## config.mk

```make
export PLATFORM = sky130hd
export DESIGN_NAME = phc_top
export DESIGN_NICKNAME = d
export VERILOG_FILES = /design/src/phc_pkg.sv /design/src/phc_top.sv
export SDC_FILE = /design/constraint.sdc
export NUM_CORES = 1
export LEC_CHECK = 0
export BUFFER_PORTS_ARGS = -buffer_cell sky130_fd_sc_hd__buf_2
export CORE_UTILIZATION = 56
export DETAILED_ROUTE_END_ITERATION = 8
export GPL_ROUTABILITY_DRIVEN = 0
export HOLD_SLACK_MARGIN = 0.03
export PLACE_DENSITY = 0.75
export SLEW_MARGIN = 20
export SYNTH_ARGS = -nofsm -noshare
export SYNTH_HDL_FRONTEND = slang
export SYNTH_SLANG_ARGS = --single-unit
```

## constraint.sdc

```tcl
create_clock -name clk -period 16.35 [get_ports clk]
set_input_delay 3.27 -clock clk [delete_from_list [all_inputs] [get_ports clk]]
set_output_delay 3.27 -clock clk [all_outputs]
set_load 0.005 [all_outputs]
```

## src/phc_pkg.sv

```systemverilog
// phc_pkg: constants and types for the pll holdover / vco calibration block
// assumes: register port and pins described in phc_top
`default_nettype none
package phc_pkg;
    // register offsets (10-bit address space)
    localparam logic [9:0] ADDR_LDCAL  = 10'h018;
    localparam logic [9:0] ADDR_LDPIN  = 10'h01A;
    localparam logic [9:0] ADDR_REFSEL = 10'h01C;
    localparam logic [9:0] ADDR_HOLD   = 10'h01D;
    localparam logic [9:0] ADDR_RDBK   = 10'h01F;
    localparam logic [9:0] ADDR_CH0    = 10'h191;
    localparam logic [9:0] ADDR_CH1    = 10'h194;
    localparam logic [9:0] ADDR_CH2    = 10'h197;
    localparam logic [9:0] ADDR_CH3    = 10'h19A;
    localparam logic [9:0] ADDR_VCODIV = 10'h1E0;
    localparam logic [9:0] ADDR_XFER   = 10'h232;
    // field positions
    localparam int B_CAL_START = 0;  // lock/cal reg
    localparam int B_CALDIV_LO = 1;  // two bits
    localparam int B_DLD_DIS   = 3;
    localparam int B_LDCNT_LO  = 5;  // two bits
    localparam int B_MON_EXT   = 6;  // ld pin reg
    localparam int B_HOLD_EN   = 0;  // holdover reg
    localparam int B_HOLD_EXT  = 1;
    localparam int B_CMP_EN    = 3;
    localparam int B_IGN_ALIGN = 6;  // channel regs
    localparam int B_XFER      = 0;
    localparam int B_RB_DLD    = 0;  // readback reg
    localparam int B_RB_LDSENS = 1;
    localparam int B_RB_MON    = 2;  // three bits
    localparam int B_RB_HOLD   = 5;
    localparam int B_RB_CALOK  = 6;
    localparam logic [5:0] LDPIN_CURRENT_SOURCE_LOCK_FLAG = 6'h04;
    localparam logic [7:0] REG_RST     = 8'h00;
    // lock detect counts per two-bit code
    localparam logic [7:0] LDCNT_0 = 8'h05;
    localparam logic [7:0] LDCNT_1 = 8'h0A;
    localparam logic [7:0] LDCNT_2 = 8'h14;
    localparam logic [7:0] LDCNT_3 = 8'h28;
    // calibration length in calibration clocks
    localparam int CAL_CYCLES = 4400;
    // cal sequencer states
    typedef enum logic [1:0] {
        CAL_IDLE  = 2'b00,
        CAL_RUN   = 2'b01,
        CAL_UNALN = 2'b10,
        CAL_CLOSE = 2'b11
    } phc_cal_t;
    // software-visible register set
    typedef struct packed {
        logic [7:0] ldCal;
        logic [7:0] ldPin;
        logic [7:0] refSel;
        logic [7:0] hold;
        logic [3:0][7:0] chan;
        logic [7:0] vcoDiv;
    } phc_regs_t;
    // synchronised pin levels
    typedef struct packed {
        logic       alignPinN;
        logic       lockPin;
        logic       refEdge;
        logic       inWin;
        logic       overUnl;
        logic [4:0] mon;
    } phc_pins_t;
endpackage : phc_pkg
`default_nettype wire

```

## src/phc_top.sv

```systemverilog
// phc_top: holdover control, digital lock flag and vco calibration sequencer
// assumes: one 10 MHz clock; register port driven by same-clock serial
// logic; pins other than autoLoadDone arrive asynchronously and are synchronised here
`default_nettype none
module phc_top #(
    parameter int CAL_LEN = phc_pkg::CAL_CYCLES  // shorten in simulation
) (
    input  wire logic                   clk,
    input  wire logic                   reset,
    input  wire logic                   ce,          // freezes all state
    input  wire logic                   regWrite,    // write strobe
    input  wire logic                   regRead,     // read strobe
    input  wire logic [9:0]             regAddr,
    input  wire logic [7:0]             regWrData,
    output logic      [7:0]             regRdData,   // valid cycle after read
    input  wire logic                   autoLoadDone,// store load finished
    input  wire logic                   alignPinN,   // alignment pin, low act
    input  wire logic                   lockPin,     // lock indicator level
    input  wire logic                   refEdgeIn,   // detector ref clock
    input  wire logic                   inLockWin,   // edge diff under lock
    input  wire logic                   overUnlock,  // edge diff over unlock
    input  wire logic [4:0]             monRaw,      // low-freq detects
    output logic                        cpHighZ,     // charge pump tristate
    output logic                        bCntReset,   // one-cycle pulse
    output logic      [3:0]             chanOff,     // channel outputs off
    output logic                        alignHold,   // internal alignment
    output logic                        loopOpen,    // loop open for cal
    output logic                        calDone,
    output logic                        digitalLockFlag,
    output logic                        csdldSelect, // current-source mode
    output logic      [2:0]             monFlags     // first_reference, second_reference, vco low
);
    // whole module state
    typedef struct packed {
        phc_pkg::phc_regs_t buff;      // written by software
        phc_pkg::phc_regs_t act;       // in force after transfer
        phc_pkg::phc_pins_t s1;        // first sync stage
        phc_pkg::phc_pins_t s2;        // second sync stage
        logic               alignPrev; // for edge detect
        logic               refPrev;
        logic               hold;
        logic               holdManual;
        logic               armed;
        logic [7:0]         lockCnt;
        logic               digital_lock_flag;
        phc_pkg::phc_cal_t  calState;
        logic [4:0]         calDivCnt;
        logic [12:0]        calCnt;
        logic               calOk;
        logic               bReset;
        logic [3:0]         chOff;
        logic [7:0]         rd;
        logic               current_source_lock_flag;
        logic [2:0]         mon;
        logic               alignH;    // cal running, registered
        logic               loopOp;    // cal not idle, registered
    } phc_state_t;

    phc_state_t st_r;              // registered state
    phc_state_t st_nxt;            // next state

    // locals of the combinational process
    logic       refEvt;
    logic       alignFall;
    logic       lockSense;
    logic       xfer;
    logic       calStart;
    logic       calTick;
    logic [7:0] lockNeed;
    logic [4:0] calDivLen;
    logic [1:0] calDivCode;
    logic [1:0] ldCode;
    phc_pkg::phc_pins_t pinsNow;

    // pins bundled for the synchroniser
    always_comb begin
        pinsNow = '{alignPinN: alignPinN, lockPin: lockPin,
                    refEdge: refEdgeIn, inWin: inLockWin,
                    overUnl: overUnlock, mon: monRaw};
    end

    // next-state logic
    always_comb begin
        st_nxt = st_r;
        // two-stage synchroniser; stage one read only here
        st_nxt.s1 = pinsNow;
        st_nxt.s2 = st_r.s1;
        st_nxt.alignPrev = st_r.s2.alignPinN;
        st_nxt.refPrev = st_r.s2.refEdge;
        refEvt = st_r.s2.refEdge & ~st_r.refPrev;
        alignFall = st_r.alignPrev & ~st_r.s2.alignPinN;
        st_nxt.bReset = 1'b0;

        // register writes into the buffer set
        xfer = 1'b0;
        if (regWrite) begin
            unique case (regAddr)
                phc_pkg::ADDR_LDCAL:  st_nxt.buff.ldCal = regWrData;
                phc_pkg::ADDR_LDPIN:  st_nxt.buff.ldPin = regWrData;
                phc_pkg::ADDR_REFSEL: st_nxt.buff.refSel = regWrData;
                phc_pkg::ADDR_HOLD:   st_nxt.buff.hold = regWrData;
                phc_pkg::ADDR_CH0:    st_nxt.buff.chan[0] = regWrData;
                phc_pkg::ADDR_CH1:    st_nxt.buff.chan[1] = regWrData;
                phc_pkg::ADDR_CH2:    st_nxt.buff.chan[2] = regWrData;
                phc_pkg::ADDR_CH3:    st_nxt.buff.chan[3] = regWrData;
                phc_pkg::ADDR_VCODIV: st_nxt.buff.vcoDiv = regWrData;
                phc_pkg::ADDR_XFER:   xfer = regWrData[phc_pkg::B_XFER];
                default:              ; // unmapped writes ignored
            endcase
        end
        // transfer strobe makes buffered values take effect
        if (xfer) begin
            st_nxt.act = st_r.buff;
        end
        // a start bit rising into force begins a cal
        calStart = (xfer & st_r.buff.ldCal[phc_pkg::B_CAL_START] &
                    ~st_r.act.ldCal[phc_pkg::B_CAL_START])
                   | autoLoadDone;

        // lock indicator as the holdover logic sees it
        lockSense = st_r.act.hold[phc_pkg::B_CMP_EN] ?
                    st_r.s2.lockPin : 1'b1;

        // digital lock flag, judged once per detector cycle
        ldCode = st_r.act.ldCal[phc_pkg::B_LDCNT_LO +: 2];
        unique case (ldCode)
            2'b00:   lockNeed = phc_pkg::LDCNT_0;
            2'b01:   lockNeed = phc_pkg::LDCNT_1;
            2'b10:   lockNeed = phc_pkg::LDCNT_2;
            default: lockNeed = phc_pkg::LDCNT_3;
        endcase
        if (st_r.act.ldCal[phc_pkg::B_DLD_DIS]) begin
            st_nxt.digital_lock_flag = 1'b0;
            st_nxt.lockCnt = 8'h00;
        end else if (refEvt) begin
            if (st_r.s2.overUnl) begin
                // one bad cycle drops lock at once
                st_nxt.digital_lock_flag = 1'b0;
                st_nxt.lockCnt = 8'h00;
            end else if (st_r.s2.inWin) begin
                if (st_r.lockCnt + 8'h01 >= lockNeed) begin
                    st_nxt.digital_lock_flag = 1'b1;
                    st_nxt.lockCnt = lockNeed;
                end else begin
                    st_nxt.lockCnt = st_r.lockCnt + 8'h01;
                end
            end else begin
                // between windows: run broken, flag kept
                st_nxt.lockCnt = 8'h00;
            end
        end

        // holdover: one tristate from both sources
        if (!st_r.act.hold[phc_pkg::B_HOLD_EN]) begin
            st_nxt.hold = 1'b0;
            st_nxt.holdManual = 1'b0;
            st_nxt.armed = 1'b1;
        end else begin
            // release waits for a ref edge; none means stay high-z
            if (st_r.hold && refEvt &&
                (!st_r.holdManual || st_r.s2.alignPinN)) begin
                st_nxt.hold = 1'b0;
                st_nxt.bReset = 1'b1;
            end
            // entry: alignment pin fall in external mode, else lock lost while armed; entry beats release
            if (st_r.act.hold[phc_pkg::B_HOLD_EXT]) begin
                if (alignFall) begin
                    st_nxt.hold = 1'b1;
                    st_nxt.holdManual = 1'b1;
                    st_nxt.bReset = 1'b0;
                end
            end else if (st_r.armed && !lockSense) begin
                st_nxt.hold = 1'b1;
                st_nxt.holdManual = 1'b0;
                st_nxt.armed = 1'b0;
                st_nxt.bReset = 1'b0;
            end
            // re-arm once lock is indicated again
            if (!st_r.armed && !st_r.hold && lockSense) begin
                st_nxt.armed = 1'b1;
            end
        end

        // calibration clock: detector events divided down
        calDivCode = st_r.act.ldCal[phc_pkg::B_CALDIV_LO +: 2];
        unique case (calDivCode)
            2'b00:   calDivLen = 5'd2;
            2'b01:   calDivLen = 5'd4;
            2'b10:   calDivLen = 5'd8;
            default: calDivLen = 5'd16;
        endcase
        calTick = 1'b0;
        if (refEvt) begin
            if (st_r.calDivCnt + 5'd1 >= calDivLen) begin
                st_nxt.calDivCnt = 5'd0;
                calTick = 1'b1;
            end else begin
                st_nxt.calDivCnt = st_r.calDivCnt + 5'd1;
            end
        end

        // calibration sequencer
        unique case (st_r.calState)
            phc_pkg::CAL_IDLE: begin
                if (calStart) begin
                    st_nxt.calState = phc_pkg::CAL_RUN;
                    st_nxt.calCnt = 13'd0;
                    st_nxt.calDivCnt = 5'd0;
                    st_nxt.calOk = 1'b0;
                end
            end
            phc_pkg::CAL_RUN: begin
                // no reference means no ticks: cal simply waits
                if (calTick) begin
                    if (st_r.calCnt + 13'd1 >= 13'(CAL_LEN)) begin
                        st_nxt.calState = phc_pkg::CAL_UNALN;
                    end else begin
                        st_nxt.calCnt = st_r.calCnt + 13'd1;
                    end
                end
            end
            phc_pkg::CAL_UNALN: begin
                // outputs resume before the loop closes
                st_nxt.calState = phc_pkg::CAL_CLOSE;
            end
            phc_pkg::CAL_CLOSE: begin
                st_nxt.calState = phc_pkg::CAL_IDLE;
                st_nxt.calOk = 1'b1;
            end
        endcase

        // flopped copies of the next cal state drive the pins
        st_nxt.alignH = (st_nxt.calState == phc_pkg::CAL_RUN);
        st_nxt.loopOp = (st_nxt.calState != phc_pkg::CAL_IDLE);
        // channel gating from the alignment pin and the cal
        for (int i = 0; i < 4; i++) begin
            st_nxt.chOff[i] = (!st_r.s2.alignPinN &&
                !st_r.act.chan[i][phc_pkg::B_IGN_ALIGN])
                || (st_r.calState == phc_pkg::CAL_RUN);
        end

        // lock pin mode decode
        st_nxt.current_source_lock_flag = (st_r.act.ldPin[5:0] ==
                        phc_pkg::LDPIN_CURRENT_SOURCE_LOCK_FLAG);

        // monitors: ref flags pick normal or extended input
        st_nxt.mon[0] = st_r.act.ldPin[phc_pkg::B_MON_EXT] ?
                        st_r.s2.mon[1] : st_r.s2.mon[0];
        st_nxt.mon[1] = st_r.act.ldPin[phc_pkg::B_MON_EXT] ?
                        st_r.s2.mon[3] : st_r.s2.mon[2];
        st_nxt.mon[2] = st_r.s2.mon[4];

        // read data, registered; unmapped reads zero
        if (regRead) begin
            unique case (regAddr)
                phc_pkg::ADDR_LDCAL:  st_nxt.rd = st_r.buff.ldCal;
                phc_pkg::ADDR_LDPIN:  st_nxt.rd = st_r.buff.ldPin;
                phc_pkg::ADDR_REFSEL: st_nxt.rd = st_r.buff.refSel;
                phc_pkg::ADDR_HOLD:   st_nxt.rd = st_r.buff.hold;
                phc_pkg::ADDR_CH0:    st_nxt.rd = st_r.buff.chan[0];
                phc_pkg::ADDR_CH1:    st_nxt.rd = st_r.buff.chan[1];
                phc_pkg::ADDR_CH2:    st_nxt.rd = st_r.buff.chan[2];
                phc_pkg::ADDR_CH3:    st_nxt.rd = st_r.buff.chan[3];
                phc_pkg::ADDR_VCODIV: st_nxt.rd = st_r.buff.vcoDiv;
                phc_pkg::ADDR_RDBK: begin
                    st_nxt.rd = 8'h00;
                    st_nxt.rd[phc_pkg::B_RB_DLD] = st_r.digital_lock_flag;
                    st_nxt.rd[phc_pkg::B_RB_LDSENS] = lockSense;
                    st_nxt.rd[phc_pkg::B_RB_MON +: 3] = st_r.mon;
                    st_nxt.rd[phc_pkg::B_RB_HOLD] = st_r.hold;
                    st_nxt.rd[phc_pkg::B_RB_CALOK] = st_r.calOk;
                end
                default:              st_nxt.rd = 8'h00;
            endcase
        end
    end

    // state register; ce low freezes everything
    always_ff @(posedge clk or posedge reset) begin
        if (reset) begin
            st_r <= '0;
            st_r.armed <= 1'b1;
            st_r.s1.alignPinN <= 1'b1;
            st_r.s2.alignPinN <= 1'b1;
            st_r.alignPrev <= 1'b1;
        end else if (ce) begin
            st_r <= st_nxt;
        end
    end

    // outputs straight from state flops
    always_comb begin
        regRdData = st_r.rd;
        cpHighZ = st_r.hold;
        bCntReset = st_r.bReset;
        chanOff = st_r.chOff;
        alignHold = st_r.alignH;
        loopOpen = st_r.loopOp;
        calDone = st_r.calOk;
        digitalLockFlag = st_r.digital_lock_flag;
        csdldSelect = st_r.current_source_lock_flag;
        monFlags = st_r.mon;
    end
endmodule : phc_top
`default_nettype wire

```

Word level (Yosys, flattened, before mapping)
Cells that the tools add are included.
- add/subtract/negate cells: 3
- magnitude comparators: 3
- equality and inequality tests: 27
- multiplexer cells: 40
- bitwise operators: 8
- reductions and logical operators: 49
- operator list (kind ; number):
    one-hot mux 8 bit (10 select lines) ; 1
    == test 10 x 5 -> 1 bit, second input constant ; 5
    == test 10 x 9 -> 1 bit, second input constant ; 5
    AND reduction 3 bit ; 12
    two-way mux 9 bit ; 3
    two-way mux 13 bit ; 2
    one-hot mux 13 bit (2 select lines) ; 1
    two-way mux 21 bit ; 1
    one-hot mux 6 bit (3 select lines) ; 1
    two-way mux 1 bit ; 17
    two-way mux 8 bit ; 2
    two-way mux 5 bit ; 3
    one-hot mux 5 bit (3 select lines) ; 1
    adder 13 x 1 -> 13 bit, second input constant ; 1
    >= comparator 13 bit, second input constant ; 1
    == test 10 bit, second input constant ; 1
    logical AND 1 bit ; 9
    zero test 1 bit ; 9
    adder 8 x 1 -> 8 bit, second input constant ; 1
    == test 2 x 1 -> 1 bit, second input constant ; 4
    == test 2 bit, second input constant ; 4
    >= comparator 8 bit ; 1
    two-way mux 2 bit ; 4
    one-hot mux 2 bit (4 select lines) ; 1
    18 further kinds ; 40
- bits in registers: 192
- bits of input ports: 34
- output and inout port bits: 22
- logic and storage cells: 176

Depth between registers and ports, before layout
- depth in word-level cells: 9
- mapped depth: 11
- mapped depth without buffers: 10

Least setup slack after synthesis
Ideal clock, no wire load.
- kind: input to register
- start point: input port regAddr[6]
- end point: register st_r[171] in the netlist's numbering
- library setup time: 125 ps
- arrival time: 5125 ps
- required time: 16225 ps
- setup slack: 11100 ps
- cell stages on the path: 5
- path buffers: 0
- cells stage by stage: or3b_1 -> nor3_1 -> nand3b_1 -> nor3_2 -> mux2_2
- word-level cells in the longest chain between the ends: 2
- RTL lines (what ; line ; RTL):
    from (decl) ; phc_top.sv:13 ; input wire logic [9:0] regAddr,
    == test 10 x 9 -> 1 bit ; phc_top.sv:97 ; unique case (regAddr)
    AND reduction 3 bit (no source line) ; -- ;
    to (signal assigned) ; phc_top.sv:287 ; st_r <= st_nxt;
    to (decl) ; phc_top.sv:59 ; phc_state_t st_r;
Every way passes these cells.
A chain may end at the register's enable or synchronous reset.

Final worst setup path
- start point: input port regAddr[0]
- end point: register st_r (netlist bit regRdData[7])
- word-level cells in the longest chain between the ends: 2
- elaborated cells on any way between the ends: 11
- classes of those cells: eq/ne (10); mux (1)
- RTL lines (what ; line ; RTL):
    == test 10 x 5 -> 1 bit / == test 10 x 9 -> 1 bit (equally long branches) ; phc_top.sv:255 ; unique case (regAddr)
    one-hot mux 8 bit (10 select lines) (*) ; phc_top.sv:255 ;
Every way passes the cells marked *; elsewhere a longest branch is shown, timed or not.

==> qor.txt <==
Result of the run -> finished clean
Number of placed cells counting well taps -> 920
Number of hold violations in the final report -> 0
Initial antenna violation count -> 0
Clock tree from TritonCTS -> done
LEAKAGE -> 4.16 nW
Post-synth EDFFs -> 0
Non-Filler Instances -> 954
Diodes inserted -> 0
Number of fill cells in the layout -> 1,129
I/O pin cnt -> 56
Number of cells on the worst reg-to-reg path -> 10
IO Port Bufs -> 55
Final Routed Wirelength -> 17.8 mm
Max VDD drop -> 0.0000805 V
Post CTS Setup Buffer Count -> 0
Maximum frequency from static timing analysis -> 185 MHz
Launching point of the worst reg2reg path -> st_r[33]
Worst Hold Launch -> regRdData[2]
Number of buffers created by CTS -> 17
Hold-critical path depth -> 2
Class of the most critical hold timing path -> reg2reg
Cell-by-cell listing of the critical path -> buf_2, nor4_4, nand2_1, nor2_1, a2111oi_0, o21ai_0, nand3_1, o21ai_0
Detailed-placement wirelength estimate -> 12.4 mm
Worst reg2reg path endpoint -> st_r[25]
Clock buffer depth -> 2
Vias -> 5,852
Post-DRT Antenna Nets -> 0
Relative max-transition margin -> 32.8%
Total routing resource utilization after global routing -> 25.4%
Wirelength per Cell -> 18.7 microns
YS warnings -> 0
Critical path required time -> 16.69 ns
Share of the clock period used by the worst path after layout -> 33.1%
Resized Gates After CTS -> 0
Number of flip-flops and latches in the synthesized netlist -> 166
Syn nets -> 773
Total negative setup slack -> 0 ns
Top fanout value on the critical path -> 16
Register-to-register path setup slack -> 13.29 ns
Fraction of layout instances using a drive strength above 1 -> 29.7%
Clk sink count -> 166
Synthesis-to-layout area growth -> 10.5%
Final Max Tran Viols -> 0
Horizontal die dimension -> 124 microns
Sequential cell area fraction in the yosys report -> 50.3%
Number of DRC violations after detailed-routing iteration 0 -> 481
Per-cell via count in the routed design -> 6.13
Async S/R FF share, synth -> 100%
Endpoint type of the worst setup path -> flop
Height of the die -> 124 microns
Grt total ovfl -> 0
H-Tree Depth -> 4
Overall die area -> 15,300 sq um
MaxCap Viol Count -> 0
CTS Root Cell -> sky130_fd_sc_hd__clkbuf_16
Final critical-path required period -> 5.41 ns
CP arrival -> 5.75 ns
DRC violation count after routing -> 0
Post-Route Hold Slack -> 0.478 ns
Placeable core region -> 14,500 sq um
CP most frequent cell -> sky130_fd_sc_hd__o21ai_0
Detailed-router iteration count before antenna repair -> 6
Largest area contributor in the synthesized netlist -> sky130_fd_sc_hd__dfrtp_1
Per-instance average area after synthesis -> 11.4 sq um
Number of global-route vias before repair -> 5,741
Number of failing setup endpoints in the final timing report -> 0
Count of hold buffers inserted by post-cts repair -> 0
Initial Util -> 57.1%
Nature of the critical path startpoint -> primary input
Distinct cell type count after synthesis -> 71
WHS Endpoint -> regRdData[2]
Skew-Pair Late Insertion Delay -> 0.43 ns
Power per standard cell area -> 103 nW/um^2
Top_reg_cell synth -> sky130_fd_sc_hd__dfrtp_1
Final setup skew -> 0.00955 ns
Slowest library cell on the worst path -> sky130_fd_sc_hd__nor4_4
Global-route wire length before repair -> 29.2 mm
Final Power -> 0.944 mW
Clock transition at path regs -> 0.07 ns
Maximum number of pins on one net before global-route repair -> 98
Slew of the pin with the lowest slew margin -> 1.01 ns
Number of instances in the synthesized netlist -> 726
Mapped Area -> 8270 sq um
Leading cell types by total area after synthesis -> sky130_fd_sc_hd__dfrtp_1 (49%), sky130_fd_sc_hd__mux2_2 (16%), sky130_fd_sc_hd__nand2_1 (2.9%), sky130_fd_sc_hd__o21ai_0 (2.5%), sky130_fd_sc_hd__ha_1 (2.0%)
Layout net count -> 804
Number of rows in the core area -> 44
RSZ-0062 raised after global routing -> false
Share of the synthesized area in the top cell type -> 49.0%
Crit path kind -> in2reg
Maximum cell stage delay along the critical path -> 0.60 ns
kinds of logic (layout without fill, tap and decap cells):
family	after synthesis	in the layout	share of synthesized area (%)
and+or+nand+nor	193	193	12.5
DFF	166	166	50.3
buffers and inverters	63	107	3.89
adders and majority gates	13	13	1.97
xor gates and xnor gates	8	8	0.847
muxes	129	129	17.4
AOI/OAI and AO/OA	154	154	13.1
cells in the mapped netlist (4+ instances only):
library cell,count
sky130_fd_sc_hd__a211oi_1,8
sky130_fd_sc_hd__o21a_1,4
sky130_fd_sc_hd__nor4_1,4
sky130_fd_sc_hd__nand4_1,7
sky130_fd_sc_hd__o21ai_0,41
sky130_fd_sc_hd__clkbuf_1,21
sky130_fd_sc_hd__inv_1,14
sky130_fd_sc_hd__a2111oi_0,4
sky130_fd_sc_hd__mux2_2,117
sky130_fd_sc_hd__nor3b_1,4
sky130_fd_sc_hd__nor3_1,8
sky130_fd_sc_hd__nand2b_1,9
sky130_fd_sc_hd__a31oi_1,5
sky130_fd_sc_hd__xor2_1,4
sky130_fd_sc_hd__buf_2,5
sky130_fd_sc_hd__dfstp_2,4
sky130_fd_sc_hd__mux2i_1,12
sky130_fd_sc_hd__o211ai_1,9
sky130_fd_sc_hd__and2_1,4
sky130_fd_sc_hd__buf_4,17
sky130_fd_sc_hd__a22o_1,15
sky130_fd_sc_hd__nor2b_1,4
sky130_fd_sc_hd__dfrtp_1,162
sky130_fd_sc_hd__nand2_1,63
sky130_fd_sc_hd__a21oi_1,15
sky130_fd_sc_hd__ha_1,13
sky130_fd_sc_hd__nand3_1,17
sky130_fd_sc_hd__or3_1,4
sky130_fd_sc_hd__a22oi_1,19
sky130_fd_sc_hd__xnor2_1,4
sky130_fd_sc_hd__o31ai_1,5
sky130_fd_sc_hd__nor2_1,40
cell type report:
| type | count | area (sq um) | area share [%] |
|---|---|---|---|
| sequential | 166 | 4160 | 45.5 |
| tap | 184 | 230 | 2.52 |
| clock buffer | 21 | 470 | 5.15 |
| timing repair buffer | 60 | 314 | 3.44 |
| clock inverter | 11 | 115 | 1.26 |
| multi-input combinational | 497 | 3790 | 41.5 |
| inverter | 15 | 61.3 | 0.671 |
power by group:
group          leakage, nW  switching [mW]  internal, mW
clock                0.281           0.168         0.225
sequential            2.19          0.0257         0.431
combinational         1.69          0.0553        0.0391
worst max-delay path, delay by kind of cell:
| family | cells | cell delay, ns |
|---|---|---|
| buf+inv | 1 | 0.26 |
| compound gates | 3 | 0.56 |
| simple gates | 4 | 1.64 |
per-layer routing:
layer,up-vias,GRT usage [%],part of all wire (%)
li1,2736,-,-
met1,2956,33.3,45
met2,125,40.8,49
met3,35,5.72,3.6
met4,0,10.8,2.8
met5,-,0,0
state kept, by name, indices dropped and copies added (netlist names):
signal           cells
alignHold            1
bCntReset            1
calDivCode           2
calDone              1
chanOff              4
cpHighZ              1
csdldSelect          1
digitalLockFlag      1
ldCode               2
loopOpen             1
monFlags             3
regRdData            8
st_nxt              13
st_r               127
worst max-delay path by stage:
| stage | from | endpoint | slack (ns) |
|---|---|---|---|
| 4_1_cts | regAddr[0] | st_r[135] | 10.89 |
| 3_3_place_gp | regAddr[0] | st_r[32] | 10.54 |
| 5_1_grt | regAddr[0] | regRdData[7] | 10.73 |
| 6_report | regAddr[0] | regRdData[7] | 10.94 |
| 2_1_floorplan | reset | alignHold | 8.60 |
| 3_5_place_dp | regAddr[0] | st_r[135] | 10.46 |
stage by stage:
stage / utilization [%] / cell area [sq um] / setup WS, ns
6_report: 63.1 / 9140 / 10.94
5_1_grt: 63.1 / 9140 / 10.73
4_1_cts: 63.0 / 9130 / 10.89
3_5_place_dp: 59.0 / 8540 / 10.46
3_3_place_gp: 59.0 / 8540 / 10.54
2_1_floorplan: - / 8270 / 8.60
layout by cell type (no fill, tap or decap), types with 12 or more instances in the layout:
| cell | count |
|---|---|
| sky130_fd_sc_hd__dfrtp_1 | 162 |
| sky130_fd_sc_hd__mux2i_1 | 12 |
| sky130_fd_sc_hd__clkbuf_16 | 17 |
| sky130_fd_sc_hd__a21oi_1 | 15 |
| sky130_fd_sc_hd__a22oi_1 | 19 |
| sky130_fd_sc_hd__inv_1 | 13 |
| sky130_fd_sc_hd__mux2_2 | 117 |
| sky130_fd_sc_hd__ha_1 | 13 |
| sky130_fd_sc_hd__a22o_1 | 15 |
| sky130_fd_sc_hd__o21ai_0 | 41 |
| sky130_fd_sc_hd__nand2_1 | 63 |
| sky130_fd_sc_hd__nor2_1 | 40 |
| sky130_fd_sc_hd__buf_2 | 56 |
| sky130_fd_sc_hd__nand3_1 | 17 |
Power figures use the tool's default switching activity.
